--- src/hdl/dbsmux_pkg.sv ---
package dbsmux_pkg;
   // ----------------------------------------------------------------
   // Size codes (bytes still to move)
   // ----------------------------------------------------------------
   localparam logic [1:0] SIZE_LONG = 2'h0;
   localparam logic [1:0] SIZE_BYTE = 2'h1;
   localparam logic [1:0] SIZE_WORD = 2'h2;
   localparam logic [1:0] SIZE_THREE = 2'h3;

   // ----------------------------------------------------------------
   // Acknowledge codes {hi, lo}, high level means asserted
   // ----------------------------------------------------------------
   localparam logic [1:0] ACK_WAIT = 2'h0;
   localparam logic [1:0] ACK_PORT8 = 2'h1;
   localparam logic [1:0] ACK_PORT16 = 2'h2;
   localparam logic [1:0] ACK_PORT32 = 2'h3;

   // ----------------------------------------------------------------
   // Operand byte indices (0 is most significant)
   // ----------------------------------------------------------------
   localparam logic [1:0] OPB_MSB = 2'h0;
   localparam logic [1:0] OPB_SECOND = 2'h1;
   localparam logic [1:0] OPB_THIRD = 2'h2;
   localparam logic [1:0] OPB_LSB = 2'h3;

   localparam int LANES = 4;
   localparam logic [1:0] RESET_OFFSET = 2'h0;
   localparam logic [31:0] RESET_DATA = 32'h0000_0000;

   typedef enum logic [1:0] {
      DBS_IDLE,
      DBS_ACTIVE
   } dbsmux_state_type;
endpackage

--- src/hdl/dbsmux_lane_if.sv ---
`timescale 1ns/1ps
// Per-cycle steering request shared by the write and read lane muxes
interface dbsmux_lane_if;
   logic [1:0] size;
   logic [1:0] offset;
   logic [1:0] port_ack;
   logic [31:0] operand;
   logic [31:0] bus_in;
   logic [31:0] lanes_out;
   logic [31:0] operand_out;
   logic [3:0] operand_load;

   modport ctrl (output size, offset, port_ack, operand, bus_in,
      input lanes_out, operand_out, operand_load);
   modport wr (input size, offset, operand, output lanes_out);
   modport rd (input size, offset, port_ack, bus_in,
      output operand_out, operand_load);
endinterface

--- src/hdl/dbsmux_write_mux.sv ---
`timescale 1ns/1ps
// ------------------------------------------------------------------
// Write steering: operand bytes onto the four data lanes
// ------------------------------------------------------------------
module dbsmux_write_mux (
   dbsmux_lane_if.wr lane
);
   import dbsmux_pkg::*;

   // Operand byte for an operand byte index, 0 = most significant byte
   function automatic logic [7:0] opb(input logic [31:0] op,
         input logic [1:0] idx);
      opb = op[8*(3-idx) +: 8];
   endfunction

   logic [1:0] sel [LANES];

   // Byte selection per lane, top lane first
   always_comb begin
      sel = '{OPB_LSB, OPB_LSB, OPB_LSB, OPB_LSB};
      case (lane.size)
         SIZE_BYTE: sel = '{OPB_LSB, OPB_LSB, OPB_LSB, OPB_LSB};
         SIZE_WORD: begin
            if (!lane.offset[0]) begin
               sel = '{OPB_THIRD, OPB_LSB, OPB_THIRD, OPB_LSB};
            end else begin
               sel = '{OPB_THIRD, OPB_THIRD, OPB_LSB, OPB_THIRD};
            end
         end
         SIZE_THREE: begin
            case (lane.offset)
               // Bottom lane carries an unused byte
               2'h0: sel = '{OPB_SECOND, OPB_THIRD, OPB_LSB, OPB_MSB};
               2'h1: sel = '{OPB_SECOND, OPB_SECOND, OPB_THIRD, OPB_LSB};
               2'h2: sel = '{OPB_SECOND, OPB_THIRD, OPB_SECOND, OPB_THIRD};
               default: sel = '{OPB_SECOND, OPB_SECOND, OPB_THIRD, OPB_SECOND};
            endcase
         end
         default: begin
            case (lane.offset)
               2'h0: sel = '{OPB_MSB, OPB_SECOND, OPB_THIRD, OPB_LSB};
               2'h1: sel = '{OPB_MSB, OPB_MSB, OPB_SECOND, OPB_THIRD};
               2'h2: sel = '{OPB_MSB, OPB_SECOND, OPB_MSB, OPB_SECOND};
               default: sel = '{OPB_MSB, OPB_MSB, OPB_SECOND, OPB_MSB};
            endcase
         end
      endcase
   end

   // Lane 0 is D31-D24
   genvar g;
   generate
      for (g = 0; g < LANES; g++) begin : g_lane
         assign lane.lanes_out[8*(3-g) +: 8] = opb(lane.operand, sel[g]);
      end
   endgenerate
endmodule // dbsmux_write_mux

--- src/hdl/dbsmux_read_mux.sv ---
`timescale 1ns/1ps
// ------------------------------------------------------------------
// Read steering: received lanes into operand byte positions
// ------------------------------------------------------------------
module dbsmux_read_mux (
   dbsmux_lane_if.rd lane
);
   import dbsmux_pkg::*;

   // Bytes moved this cycle for port width, size and offset
   function automatic logic [2:0] moved(input logic [1:0] ack,
         input logic [1:0] size, input logic [1:0] off);
      logic [2:0] rem;
      logic [2:0] room;
      rem = (size == SIZE_LONG) ? 3'h4 : {1'b0, size};
      case (ack)
         ACK_PORT8: room = 3'h1;
         ACK_PORT16: room = off[0] ? 3'h1 : 3'h2;
         default: room = 3'h4 - {1'b0, off};
      endcase
      moved = (rem < room) ? rem : room;
   endfunction

   logic [2:0] rem;
   logic [2:0] n;

   // Map lanes to operand positions; position counts from the lsb end
   always_comb begin
      logic [1:0] first_lane;
      logic [2:0] pos;
      logic [2:0] ln;
      first_lane = 2'h0;
      pos = 3'h0;
      ln = 3'h0;
      rem = (lane.size == SIZE_LONG) ? 3'h4 : {1'b0, lane.size};
      n = moved(lane.port_ack, lane.size, lane.offset);
      lane.operand_out = RESET_DATA;
      lane.operand_load = 4'h0;
      case (lane.port_ack)
         ACK_PORT8: first_lane = 2'h0;
         ACK_PORT16: first_lane = {1'b0, lane.offset[0]};
         default: first_lane = lane.offset;
      endcase
      for (int k = 0; k < LANES; k++) begin
         if (k[2:0] < n) begin
            ln = {1'b0, first_lane} + k[2:0];
            pos = rem - 3'h1 - k[2:0]; // 0 = lsb byte
            lane.operand_out[8*pos[1:0] +: 8] =
               lane.bus_in[8*(3-ln[1:0]) +: 8];
            lane.operand_load[pos[1:0]] = 1'b1;
         end
      end
   end
endmodule // dbsmux_read_mux

--- src/hdl/dbsmux_top.sv ---
`timescale 1ns/1ps
module dbsmux_top (
   input wire logic clk,
   input wire logic reset_n,
   input wire logic start,
   input wire logic write,
   input wire logic [1:0] start_size,
   input wire logic [1:0] start_offset,
   input wire logic [31:0] write_operand,
   input wire logic port_ack_hi,
   input wire logic port_ack_lo,
   input wire logic [31:0] data_in,
   output logic busy,
   output logic cycle_active,
   output logic remaining_size_hi,
   output logic remaining_size_lo,
   output logic byte_offset_hi,
   output logic byte_offset_lo,
   output logic [31:0] data_out,
   output logic data_oe,
   output logic done,
   output logic [31:0] read_operand
);
   import dbsmux_pkg::*;

   // ---------------------------------------------------------------
   // Pin synchronisers
   // ---------------------------------------------------------------
   logic [1:0] ack_meta;
   logic [1:0] ack_sync;
   logic [31:0] data_meta;
   logic [31:0] data_sync;

   // Two stages for acknowledge lines and incoming data
   always_ff @(posedge clk) begin
      if (!reset_n) begin
         ack_meta <= ACK_WAIT;
         ack_sync <= ACK_WAIT;
         data_meta <= RESET_DATA;
         data_sync <= RESET_DATA;
      end else begin
         ack_meta <= {port_ack_hi, port_ack_lo};
         ack_sync <= ack_meta;
         data_meta <= data_in;
         data_sync <= data_meta;
      end
   end

   // ---------------------------------------------------------------
   // Transfer state
   // ---------------------------------------------------------------
   dbsmux_state_type state;
   logic is_write;
   logic [1:0] size;
   logic [1:0] offset;
   logic [31:0] operand;
   logic [31:0] gathered;
   logic [2:0] rem;
   logic [2:0] step;
   logic [2:0] next_rem;
   logic [1:0] next_offset;
   logic [1:0] next_size;
   logic acked;
   logic ack_armed;

   dbsmux_lane_if lane ();

   assign lane.size = size;
   assign lane.offset = offset;
   assign lane.port_ack = ack_sync;
   assign lane.operand = operand;
   assign lane.bus_in = data_sync;

   dbsmux_write_mux u_wr (
      .lane(lane)
   );

   dbsmux_read_mux u_rd (
      .lane(lane)
   );

   // Synchronised ack lags the pin by two cycles, so one acknowledge is
   // taken once; a new one counts only after the lines return to wait
   always_ff @(posedge clk) begin
      if (!reset_n) begin
         ack_armed <= 1'b1;
      end else if (acked) begin
         ack_armed <= 1'b0;
      end else if (ack_sync == ACK_WAIT) begin
         ack_armed <= 1'b1;
      end
   end

   // Any width code other than wait terminates the cycle
   assign acked = (state == DBS_ACTIVE) && ack_armed
      && (ack_sync != ACK_WAIT);

   // Bytes moved by this acknowledge
   always_comb begin
      rem = (size == SIZE_LONG) ? 3'h4 : {1'b0, size};
      case (ack_sync)
         ACK_PORT8: step = 3'h1;
         ACK_PORT16: step = offset[0] ? 3'h1 : 3'h2;
         default: step = 3'h4 - {1'b0, offset};
      endcase
      if (step > rem) begin
         step = rem;
      end
      next_rem = rem - step;
      next_offset = offset + step[1:0];
      next_size = next_rem[1:0]; // 4 wraps to long code
   end

   // Cycle sequencing
   always_ff @(posedge clk) begin
      if (!reset_n) begin
         state <= DBS_IDLE;
         size <= SIZE_LONG;
         offset <= RESET_OFFSET;
         is_write <= 1'b0;
         operand <= RESET_DATA;
      end else begin
         case (state)
            DBS_IDLE: begin
               if (start) begin
                  // Full size first; port width unknown yet
                  state <= DBS_ACTIVE;
                  size <= start_size;
                  offset <= start_offset;
                  is_write <= write;
                  operand <= write_operand;
               end
            end
            DBS_ACTIVE: begin
               if (acked) begin
                  if (next_rem == 3'h0) begin
                     state <= DBS_IDLE;
                  end else begin
                     // Further cycle for leftover bytes
                     size <= next_size;
                     offset <= next_offset;
                  end
               end
            end
            default: state <= DBS_IDLE;
         endcase
      end
   end

   // Read assembly of received bytes
   always_ff @(posedge clk) begin
      if (!reset_n) begin
         gathered <= RESET_DATA;
      end else if (state == DBS_IDLE && start) begin
         gathered <= RESET_DATA;
      end else if (acked && !is_write) begin
         for (int b = 0; b < LANES; b++) begin
            if (lane.operand_load[b]) begin
               gathered[8*b +: 8] <= lane.operand_out[8*b +: 8];
            end
         end
      end
   end

   // ---------------------------------------------------------------
   // Registered pin outputs
   // ---------------------------------------------------------------
   logic going;
   logic [1:0] out_size;
   logic [1:0] out_offset;

   always_comb begin
      going = 1'b0;
      out_size = size;
      out_offset = offset;
      if (state == DBS_IDLE && start) begin
         going = 1'b1;
         out_size = start_size;
         out_offset = start_offset;
      end else if (state == DBS_ACTIVE && !(acked && next_rem == 3'h0)) begin
         going = 1'b1;
         if (acked) begin
            out_size = next_size;
            out_offset = next_offset;
         end
      end
   end

   always_ff @(posedge clk) begin
      if (!reset_n) begin
         busy <= 1'b0;
         cycle_active <= 1'b0;
         remaining_size_hi <= 1'b0;
         remaining_size_lo <= 1'b0;
         byte_offset_hi <= 1'b0;
         byte_offset_lo <= 1'b0;
      end else begin
         busy <= going;
         cycle_active <= going && !acked;
         remaining_size_hi <= out_size[1];
         remaining_size_lo <= out_size[0];
         byte_offset_hi <= out_offset[1];
         byte_offset_lo <= out_offset[0];
      end
   end

   // Write lanes follow current size and offset; bus driven in writes
   always_ff @(posedge clk) begin
      if (!reset_n) begin
         data_out <= RESET_DATA;
         data_oe <= 1'b0;
      end else begin
         data_out <= lane.lanes_out;
         data_oe <= (state == DBS_ACTIVE) && is_write;
      end
   end

   // Completion pulse and read result
   always_ff @(posedge clk) begin
      if (!reset_n) begin
         done <= 1'b0;
         read_operand <= RESET_DATA;
      end else begin
         done <= acked && (next_rem == 3'h0);
         if (acked && next_rem == 3'h0 && !is_write) begin
            read_operand <= gathered;
            for (int b = 0; b < LANES; b++) begin
               if (lane.operand_load[b]) begin
                  read_operand[8*b +: 8] <= lane.operand_out[8*b +: 8];
               end
            end
         end
      end
   end
endmodule // dbsmux_top

--- config.mk ---
export PLATFORM = sky130hd
export DESIGN_NAME = dbsmux_top
export DESIGN_NICKNAME = d
export VERILOG_FILES = /design/src/hdl/dbsmux_pkg.sv /design/src/hdl/dbsmux_lane_if.sv /design/src/hdl/dbsmux_write_mux.sv /design/src/hdl/dbsmux_read_mux.sv /design/src/hdl/dbsmux_top.sv
export SDC_FILE = /design/constraint.sdc
export NUM_CORES = 1
export LEC_CHECK = 0
export BUFFER_PORTS_ARGS = -buffer_cell sky130_fd_sc_hd__buf_2
export CAP_MARGIN = 20
export CORE_ASPECT_RATIO = 1.75
export CORE_MARGIN = 4
export CORE_UTILIZATION = 40
export CTS_CLUSTER_SIZE = 10
export DETAILED_ROUTE_END_ITERATION = 10
export GPL_TIMING_DRIVEN = 0
export SLEW_MARGIN = 40
export SYNTH_ARGS = -nofsm -noshare
export SYNTH_HDL_FRONTEND = slang
export SYNTH_HIERARCHICAL = 1
export SYNTH_SLANG_ARGS = --single-unit
--- constraint.sdc ---
create_clock -name clk -period 10.2 [get_ports clk]
set_clock_uncertainty 0.05 [all_clocks]
set_input_delay 0.51 -clock clk [delete_from_list [all_inputs] [get_ports clk]]
set_output_delay 0.51 -clock clk [all_outputs]
set_load 0.005 [all_outputs]
==> reports/metrics.cfg, run 1 <==
[pwr]
power_density_mw_per_mm2 = 259
ir_drop_mv = 0.213
p_leak_nw = 5.30

[logic_synthesis]
synth_edf_count = 0
synthArstFlopShare_pct = 0
syn-cell-area_mm2 = 0.0112
synth_cell_type_count = 82
yosysSeqAreaShare_pct = 37.7
syn_avg_cell_area_um2 = 9.24
syn_inst = 1212
syn_nets = 1318
ys_ff_latch = 211
synth_top_flop_cell = dfxtp_1
yosysWarnings = 6

[critical_path]
endpoint_kind = flip-flop
critPathKind = flip-flop to flip-flop
path_buf_inv = 2
crit_arrival_ns = 5.35
slowest_delay_ns = 0.55
required_ns = 10.59
crit_chain = inv_1 -> ha_1 -> and2b_2 -> a31o_2 -> ha_1 -> nand3_1 -> o21ai_0 -> nor2_1 -> mux2i_1 -> ha_1 -> inv_1 -> fa_1 -> nand2b_1 -> or3b_1 -> or3_1 -> nand3_2 -> a211oi_1 -> a211oi_1
crit_family = simple AND/OR/NAND/NOR gates
cp-start-kind = flip-flop
worstPathMaxFanout = 9
rrSetupSlack_ns = 5.24
slowest_stage = dfxtp_1
crit_path_frequent_cell = ha_1

[grt]
overflow = 0
grt_max_degree = 24
grt_usage_pct = 23.5
grt_pass1_vias = 9853
grt_antenna_before_repair = 0
grt_pass1_wl_mm = 56.8

[clocking]
cts.sinks = 211
path_clk_slew_ns = 0.06
cts_max_level = 1
cts_tree = built
postCtsResizedCells = 0
cts_buffer_depth = 3
post_cts_buffers = 0
cts_hold_buf = 0
cts_inserted_buffers = 25
insertion_delay_ns = 0.54
clock-root-buffer = clkbuf_16

[sta]
maxSlewHeadroom_pct = 42.4
setup_viol = 0
setup_tns_ns = 0
finalCriticalPeriod_ns = 4.96
max_freq_ghz = 0.202
fin_hold_ws_ns = 0.124
finalCritPeriodShare_pct = 48.6
slew_viol_final = 0
worst_slack_ns = 5.24
final-hold-violation-count = 0
tightest_slew_ns = 0.864
rsz0062_at_grt = false

[drt]
drtPass1Iterations = 6
vias = 9823
drc = 0
dr.first_iter.drc_count = 626
ant_nets = 0
wirelength_mm = 37.2
via_per_inst = 5.60
wl_per_cell_um = 21.2

[place]
pre_cts_ws_ns = 5.27
dp.cells = 1726
place.gp.congestion = 0.992
place_hpwl_mm = 29.0
io_buffers = 145

[floorplan]
fp.dieW_um = 134
start_util_pct = 40.8
core-area_mm2 = 0.0274
rows = 80
pin_count = 146
die_h_um = 229
die_area_mm2 = 0.0308

[hold_path]
min_path_type = primary input to flip-flop

[layout]
stdcell_count = 1755
layout-drive-gt1-share_pct = 20.4
syn2layout_area_growth_pct = 16.7
antenna_cells = 0
final_util_pct = 47.7
fillerInstances = 2734
final_nets = 1491

[outcome]
outcome = finished, final reports clean

[flow_run]
cap_viol_max_count = 0

==> cell type report <==
type | instances | area [um^2] | share of cell area, %
well taps | 369 | 462 | 3.53
repair buffers | 146 | 733 | 5.61
plain buffers | 87 | 442 | 3.38
multi-input cells | 882 | 6430 | 49.2
clock inverters | 3 | 33.8 | 0.258
inverters | 32 | 120 | 0.919
flip-flops and latches | 211 | 4230 | 32.3
clock buffers | 25 | 626 | 4.79
==> flip-flops by register name (all words and copies together) (netlist names), 2 cells and up <==
register,cells
lane.offset,2
ack_sync,2
lane.operand,32
ack_meta,2
data_sync,32
lane.size,2
gathered,32
data_out,32
read_operand,32
data_meta,32
==> kinds of logic (layout without fill, tap and decap cells) <==
family / after synthesis / in the layout / synth area share (%)
multiplexers: 145 / 145 / 15.7
adder cells (fa/ha/maj): 32 / 32 / 3.64
flip-flops: 211 / 211 / 37.7
buffers and inverters: 119 / 293 / 5.00
AND/OR/NAND/NOR: 399 / 399 / 17.8
AO/OA/AOI/OAI: 302 / 302 / 19.7
XOR/XNOR: 4 / 4 / 0.447
==> synth_stat cells, drive strengths merged, types with 2 or more instances <==
library cell | number | share of area (%)
a211o | 2 | 0.17
a211oi | 24 | 1.7
a21oi | 85 | 4.0
a221oi | 12 | 1.3
a22o | 3 | 0.23
a22oi | 9 | 0.60
a31o | 3 | 0.23
a31oi | 22 | 1.2
and2 | 110 | 6.1
and3 | 6 | 0.34
and4 | 3 | 0.26
buf | 40 | 2.4
clkbuf | 47 | 1.6
dfxtp | 211 | 38
ha | 31 | 3.5
inv | 32 | 1.1
mux2 | 7 | 0.70
mux2i | 114 | 10
mux4 | 24 | 4.8
nand2 | 162 | 5.5
nand2b | 4 | 0.22
nand3 | 6 | 0.31
nand4 | 5 | 0.28
nor2 | 69 | 2.4
nor2b | 10 | 0.63
nor3 | 8 | 0.40
nor3b | 3 | 0.30
o211ai | 4 | 0.31
o21a | 2 | 0.20
o21ai | 41 | 1.9
o221a | 33 | 3.3
o221ai | 8 | 0.63
o22ai | 15 | 0.84
o31ai | 27 | 1.8
o32ai | 2 | 0.16
or2 | 3 | 0.17
or3 | 2 | 0.11
or3b | 3 | 0.23
xnor2 | 2 | 0.16
xor2 | 2 | 0.29
==> per-layer routing <==
layer	part of all wire (%)	up-vias	track usage, %
met3	4.9	106	3.65
li1	-	4707	-
met1	34	4664	22.9
met2	54	346	44.8
met5	0	-	0
met4	7.2	0	15.5
==> worst reg2reg max path, cell delays in order, from the launching register on <==
cell,delay (ns)
dfxtp_1,0.55
inv_1,0.15
ha_1,0.30
and2b_2,0.18
a31o_2,0.22
ha_1,0.32
nand3_1,0.09
o21ai_0,0.17
nor2_1,0.24
mux2i_1,0.29
ha_1,0.19
inv_1,0.05
fa_1,0.45
nand2b_1,0.28
or3b_1,0.42
or3_1,0.34
nand3_2,0.18
a211oi_1,0.10
a211oi_1,0.29
==> where the power goes <==
group	internal, W	total, W	switching (W)
Sequential	0.000902	0.000964	0.0000619
Clock	0.000434	0.000769	0.000335
Combinational	0.000649	0.00166	0.00101
Total	0.00199	0.00339	0.00141
==> stage by stage <==
stage / power [W] / instance area [um^2]
2_1_floorplan: 0.00214 / 11200
5_1_grt: 0.00357 / 13100
6_report: 0.00339 / 13100
4_1_cts: 0.00340 / 13100
3_3_place_gp: 0.00261 / 12400
3_5_place_dp: 0.00262 / 12400
==> cells in the final DEF, fill, tap and decap left out, types with 7 or more instances in the layout <==
master and count:
dfxtp_1 210, nand2_1 161, buf_2 161, mux2i_1 114, and2_1 110, a21oi_1 82
nor2_1 66, clkbuf_1 46, o21ai_0 38, inv_1 31, ha_1 31, o221a_1 28
o31ai_1 27, clkbuf_16 25, mux4_2 24, a211oi_1 22, a31oi_1 22, o22ai_1 15
buf_1 11, nor2b_1 9, a22oi_1 9, o221ai_1 8, mux2_2 7, a221oi_1 7
==> final timing paths <==
check,endpoint,cells past startpoint,from
worst max register to register,remaining_size_hi,18,lane.offset[0]
worst max-delay path,remaining_size_hi,18,lane.offset[0]
worst min-delay path,ack_meta[1],2,port_ack_hi
worst min register to register,data_sync[17],1,data_meta[17]
Note: power is estimated with default switching activity, not from simulation.
==> run 2, diff against run 1 <==
==> constraint.sdc (replaced) <==
create_clock -name clk -period 5.11 [get_ports clk]
set_clock_uncertainty 0.05 [all_clocks]
set_input_delay 0.2555 -clock clk [delete_from_list [all_inputs] [get_ports clk]]
set_output_delay 0.2555 -clock clk [all_outputs]
set_load 0.005 [all_outputs]
==> reports/metrics.cfg, run 2 (same netlist as run 1, synthesis figures left out) <==
[outcome]
outcome = finished, final reports clean  ; unchanged

[floorplan]
pin_count = 146  ; unchanged
rows = 80  ; unchanged
die_h_um = 229  ; unchanged
die_area_mm2 = 0.0308  ; unchanged
core-area_mm2 = 0.0274  ; unchanged
fp.dieW_um = 134  ; unchanged
start_util_pct = 40.8  ; unchanged

[clocking]
path_clk_slew_ns = 0.05  ; was 0.06 ns
clock-root-buffer = clkbuf_16  ; unchanged
cts_tree = built  ; unchanged
cts_buffer_depth = 3  ; unchanged
cts.sinks = 211  ; unchanged
cts_inserted_buffers = 25  ; unchanged
insertion_delay_ns = 0.54  ; about the same
cts_max_level = 1  ; unchanged

[critical_path]
rr_startpoint = ack_sync[0]  ; was lane.offset[0]
reg2regPathDepth = 18  ; unchanged
worstPathMaxFanout = 8  ; was 9
critPathCapture = remaining_size_hi  ; unchanged
crit_start = ack_sync[0]  ; was lane.offset[0]
rrSetupSlack_ns = 0.33  ; was 5.24 ns
r2r_end = remaining_size_hi  ; unchanged
cp-start-kind = flip-flop  ; unchanged
crit_arrival_ns = 5.17  ; was 5.35 ns
endpoint_kind = flip-flop  ; unchanged
critPathKind = flip-flop to flip-flop  ; unchanged
required_ns = 5.50  ; was 10.59 ns

[flow_run]
cap_viol_max_count = 0  ; unchanged

[pwr]
seqPwrFrac_pct = 28.2  ; was 28.4%
p_int_w = 0.00401  ; was 0.00199 W
switching_share_pct = 41.3  ; was 41.5%
p_clk_share_pct = 22.5  ; was 22.7%
comb_power_share_pct = 49.3  ; was 48.9%
p_leak_nw = 5.59  ; was 5.30 nW
power_density_mw_per_mm2 = 495  ; was 259 mW/mm^2
switchingPower_w = 0.00281  ; was 0.00141 W
ir_drop_mv = 0.431  ; was 0.213 mV

[layout]
final_cell_area_mm2 = 0.0138  ; was 0.0131 mm^2
layout-drive-gt1-share_pct = 19.8  ; was 20.4%
final_util_pct = 50.2  ; was 47.7%
final_nets = 1561  ; was 1491
antenna_cells = 0  ; unchanged
layout_commonest_cell = dfxtp_1  ; unchanged
syn2layout_area_growth_pct = 23.0  ; was 16.7%
most-common-layout-cells = dfxtp_1 (208), nand2_1 (161), buf_2 (161)  ; was dfxtp_1 (210), nand2_1 (161), buf_2 (161)

[hold_path]
min_path_type = primary input to flip-flop  ; unchanged

[sta]
max_freq_ghz = 0.209  ; was 0.202 GHz
maxSlewHeadroom_pct = 41.3  ; was 42.4%
final-hold-violation-count = 0  ; unchanged
finalCriticalPeriod_ns = 4.78  ; was 4.96 ns
setup_viol = 0  ; unchanged
tightest_slew_ns = 0.880  ; was 0.864 ns
slew_viol_final = 0  ; unchanged
finalCritPeriodShare_pct = 93.6  ; was 48.6%

[place]
place_hpwl_mm = 29.0  ; unchanged
place.gp.congestion = 0.992  ; unchanged
io_buffers = 145  ; unchanged
place_area_mm2 = 0.0124  ; unchanged

[drt]
wirelength_mm = 37.8  ; was 37.2 mm
via_per_inst = 5.55  ; was 5.60
ant_nets = 0  ; unchanged
dr.first_iter.drc_count = 617  ; was 626
drtPass1Iterations = 5  ; was 6
wl_per_cell_um = 20.7  ; was 21.2 um
vias = 10127  ; was 9823
drc = 0  ; unchanged

[grt]
grt_antenna_before_repair = 0  ; unchanged
grt_pass1_wl_mm = 58.2  ; was 56.8 mm
grt_max_degree = 24  ; unchanged
overflow = 0  ; unchanged
grt_pass1_vias = 10207  ; was 9853
grt_usage_pct = 24.0  ; was 23.5%

==> run 2: cell types whose count changed in the layout (fill, tap and decap cells not counted), sizes merged <==
cell,previous run,this run
clkbuf,72,73
dlygate4sd3,0,69
==> run 2: worst min-delay path by stage <==
| stage | from | endpoint | slack, ns | cells past startpoint |
|---|---|---|---|---|
| after floorplan | port_ack_lo | ack_meta[0] | 0.33 | 1 |
| after global placement | data_meta[21] | data_sync[21] | 0.37 | 1 |
| after detailed placement | data_meta[14] | data_sync[14] | 0.37 | 1 |
| after CTS | start | busy | 0.02 | 3 |
| after global routing | start_offset[1] | lane.offset[1] | 0.05 | 4 |
| final | start | busy | 0.03 | 3 |
==> run 2: final cells by class <==
cell class	count	area [um^2]
Sequential cell	211	4230
Fill cell	2646	13700
Buffer	87	443
Multi-Input combinational cell	882	6430
Inverter	32	120
Timing Repair Buffer	216	1430
Clock buffer	25	626
Tap cell	369	462
Clock inverter	3	33.8
==> run 2: routing by layer <==
layer  track usage, %  share of wire, %  vias to the layer above
met3             3.49               4.5                      114
li1                 -                 -                     4847
met5                0                 0                        -
met4             15.9               7.4                        0
met1             23.2                34                     4815
met2             46.0                54                      351
==> run 2: power groups by stage <==
stage	Combinational, W	Clock [W]	Sequential [W]
floorplan	0.00234	0	0.00193
global placement	0.00325	0	0.00195
detailed placement	0.00328	0	0.00196
CTS	0.00333	0.00158	0.00192
global route	0.00360	0.00164	0.00195
finish	0.00336	0.00153	0.00192
==> run 2: critical path: stages (launching register included) <==
cell and delay, ns:
dfxtp_1 0.39, inv_1 0.08, ha_1 0.39, and2b_2 0.24
a31o_2 0.22, ha_1 0.32, nand3_1 0.08, o21ai_0 0.17
nor2_1 0.25, mux2i_1 0.27, ha_1 0.18, inv_1 0.05
fa_1 0.45, nand2b_2 0.26, or3b_1 0.39, or3_1 0.34
nand3_2 0.17, a211oi_1 0.10, a211oi_1 0.29
==> run 2: per-stage QoR <==
step | hold WS [ns] | instances | setup slack, ns | total power [W] | setup TNS (ns)
detailed placement | 0.368 | 1726 | 0.182 | 0.00523 | 0
CTS | 0.0222 | 1823 | 0.167 | 0.00683 | 0
finish | 0.0343 | 1825 | 0.328 | 0.00682 | 0
global route | 0.0502 | 1825 | -0.000908 | 0.00719 | -0.000908
global placement | 0.366 | 1726 | 0.253 | 0.00520 | 0
floorplan | 0.333 | 1212 | 0.822 | 0.00427 | 0
==> run 2: repair_timing <==
item / 4_1_cts / 5_1_grt
setup endpoints to repair: 0 / 7
hold endpoints to repair: 71 / 0
hold buffers: 69 / 0
resized for setup: 0 / 4
setup buffers: 0 / 1
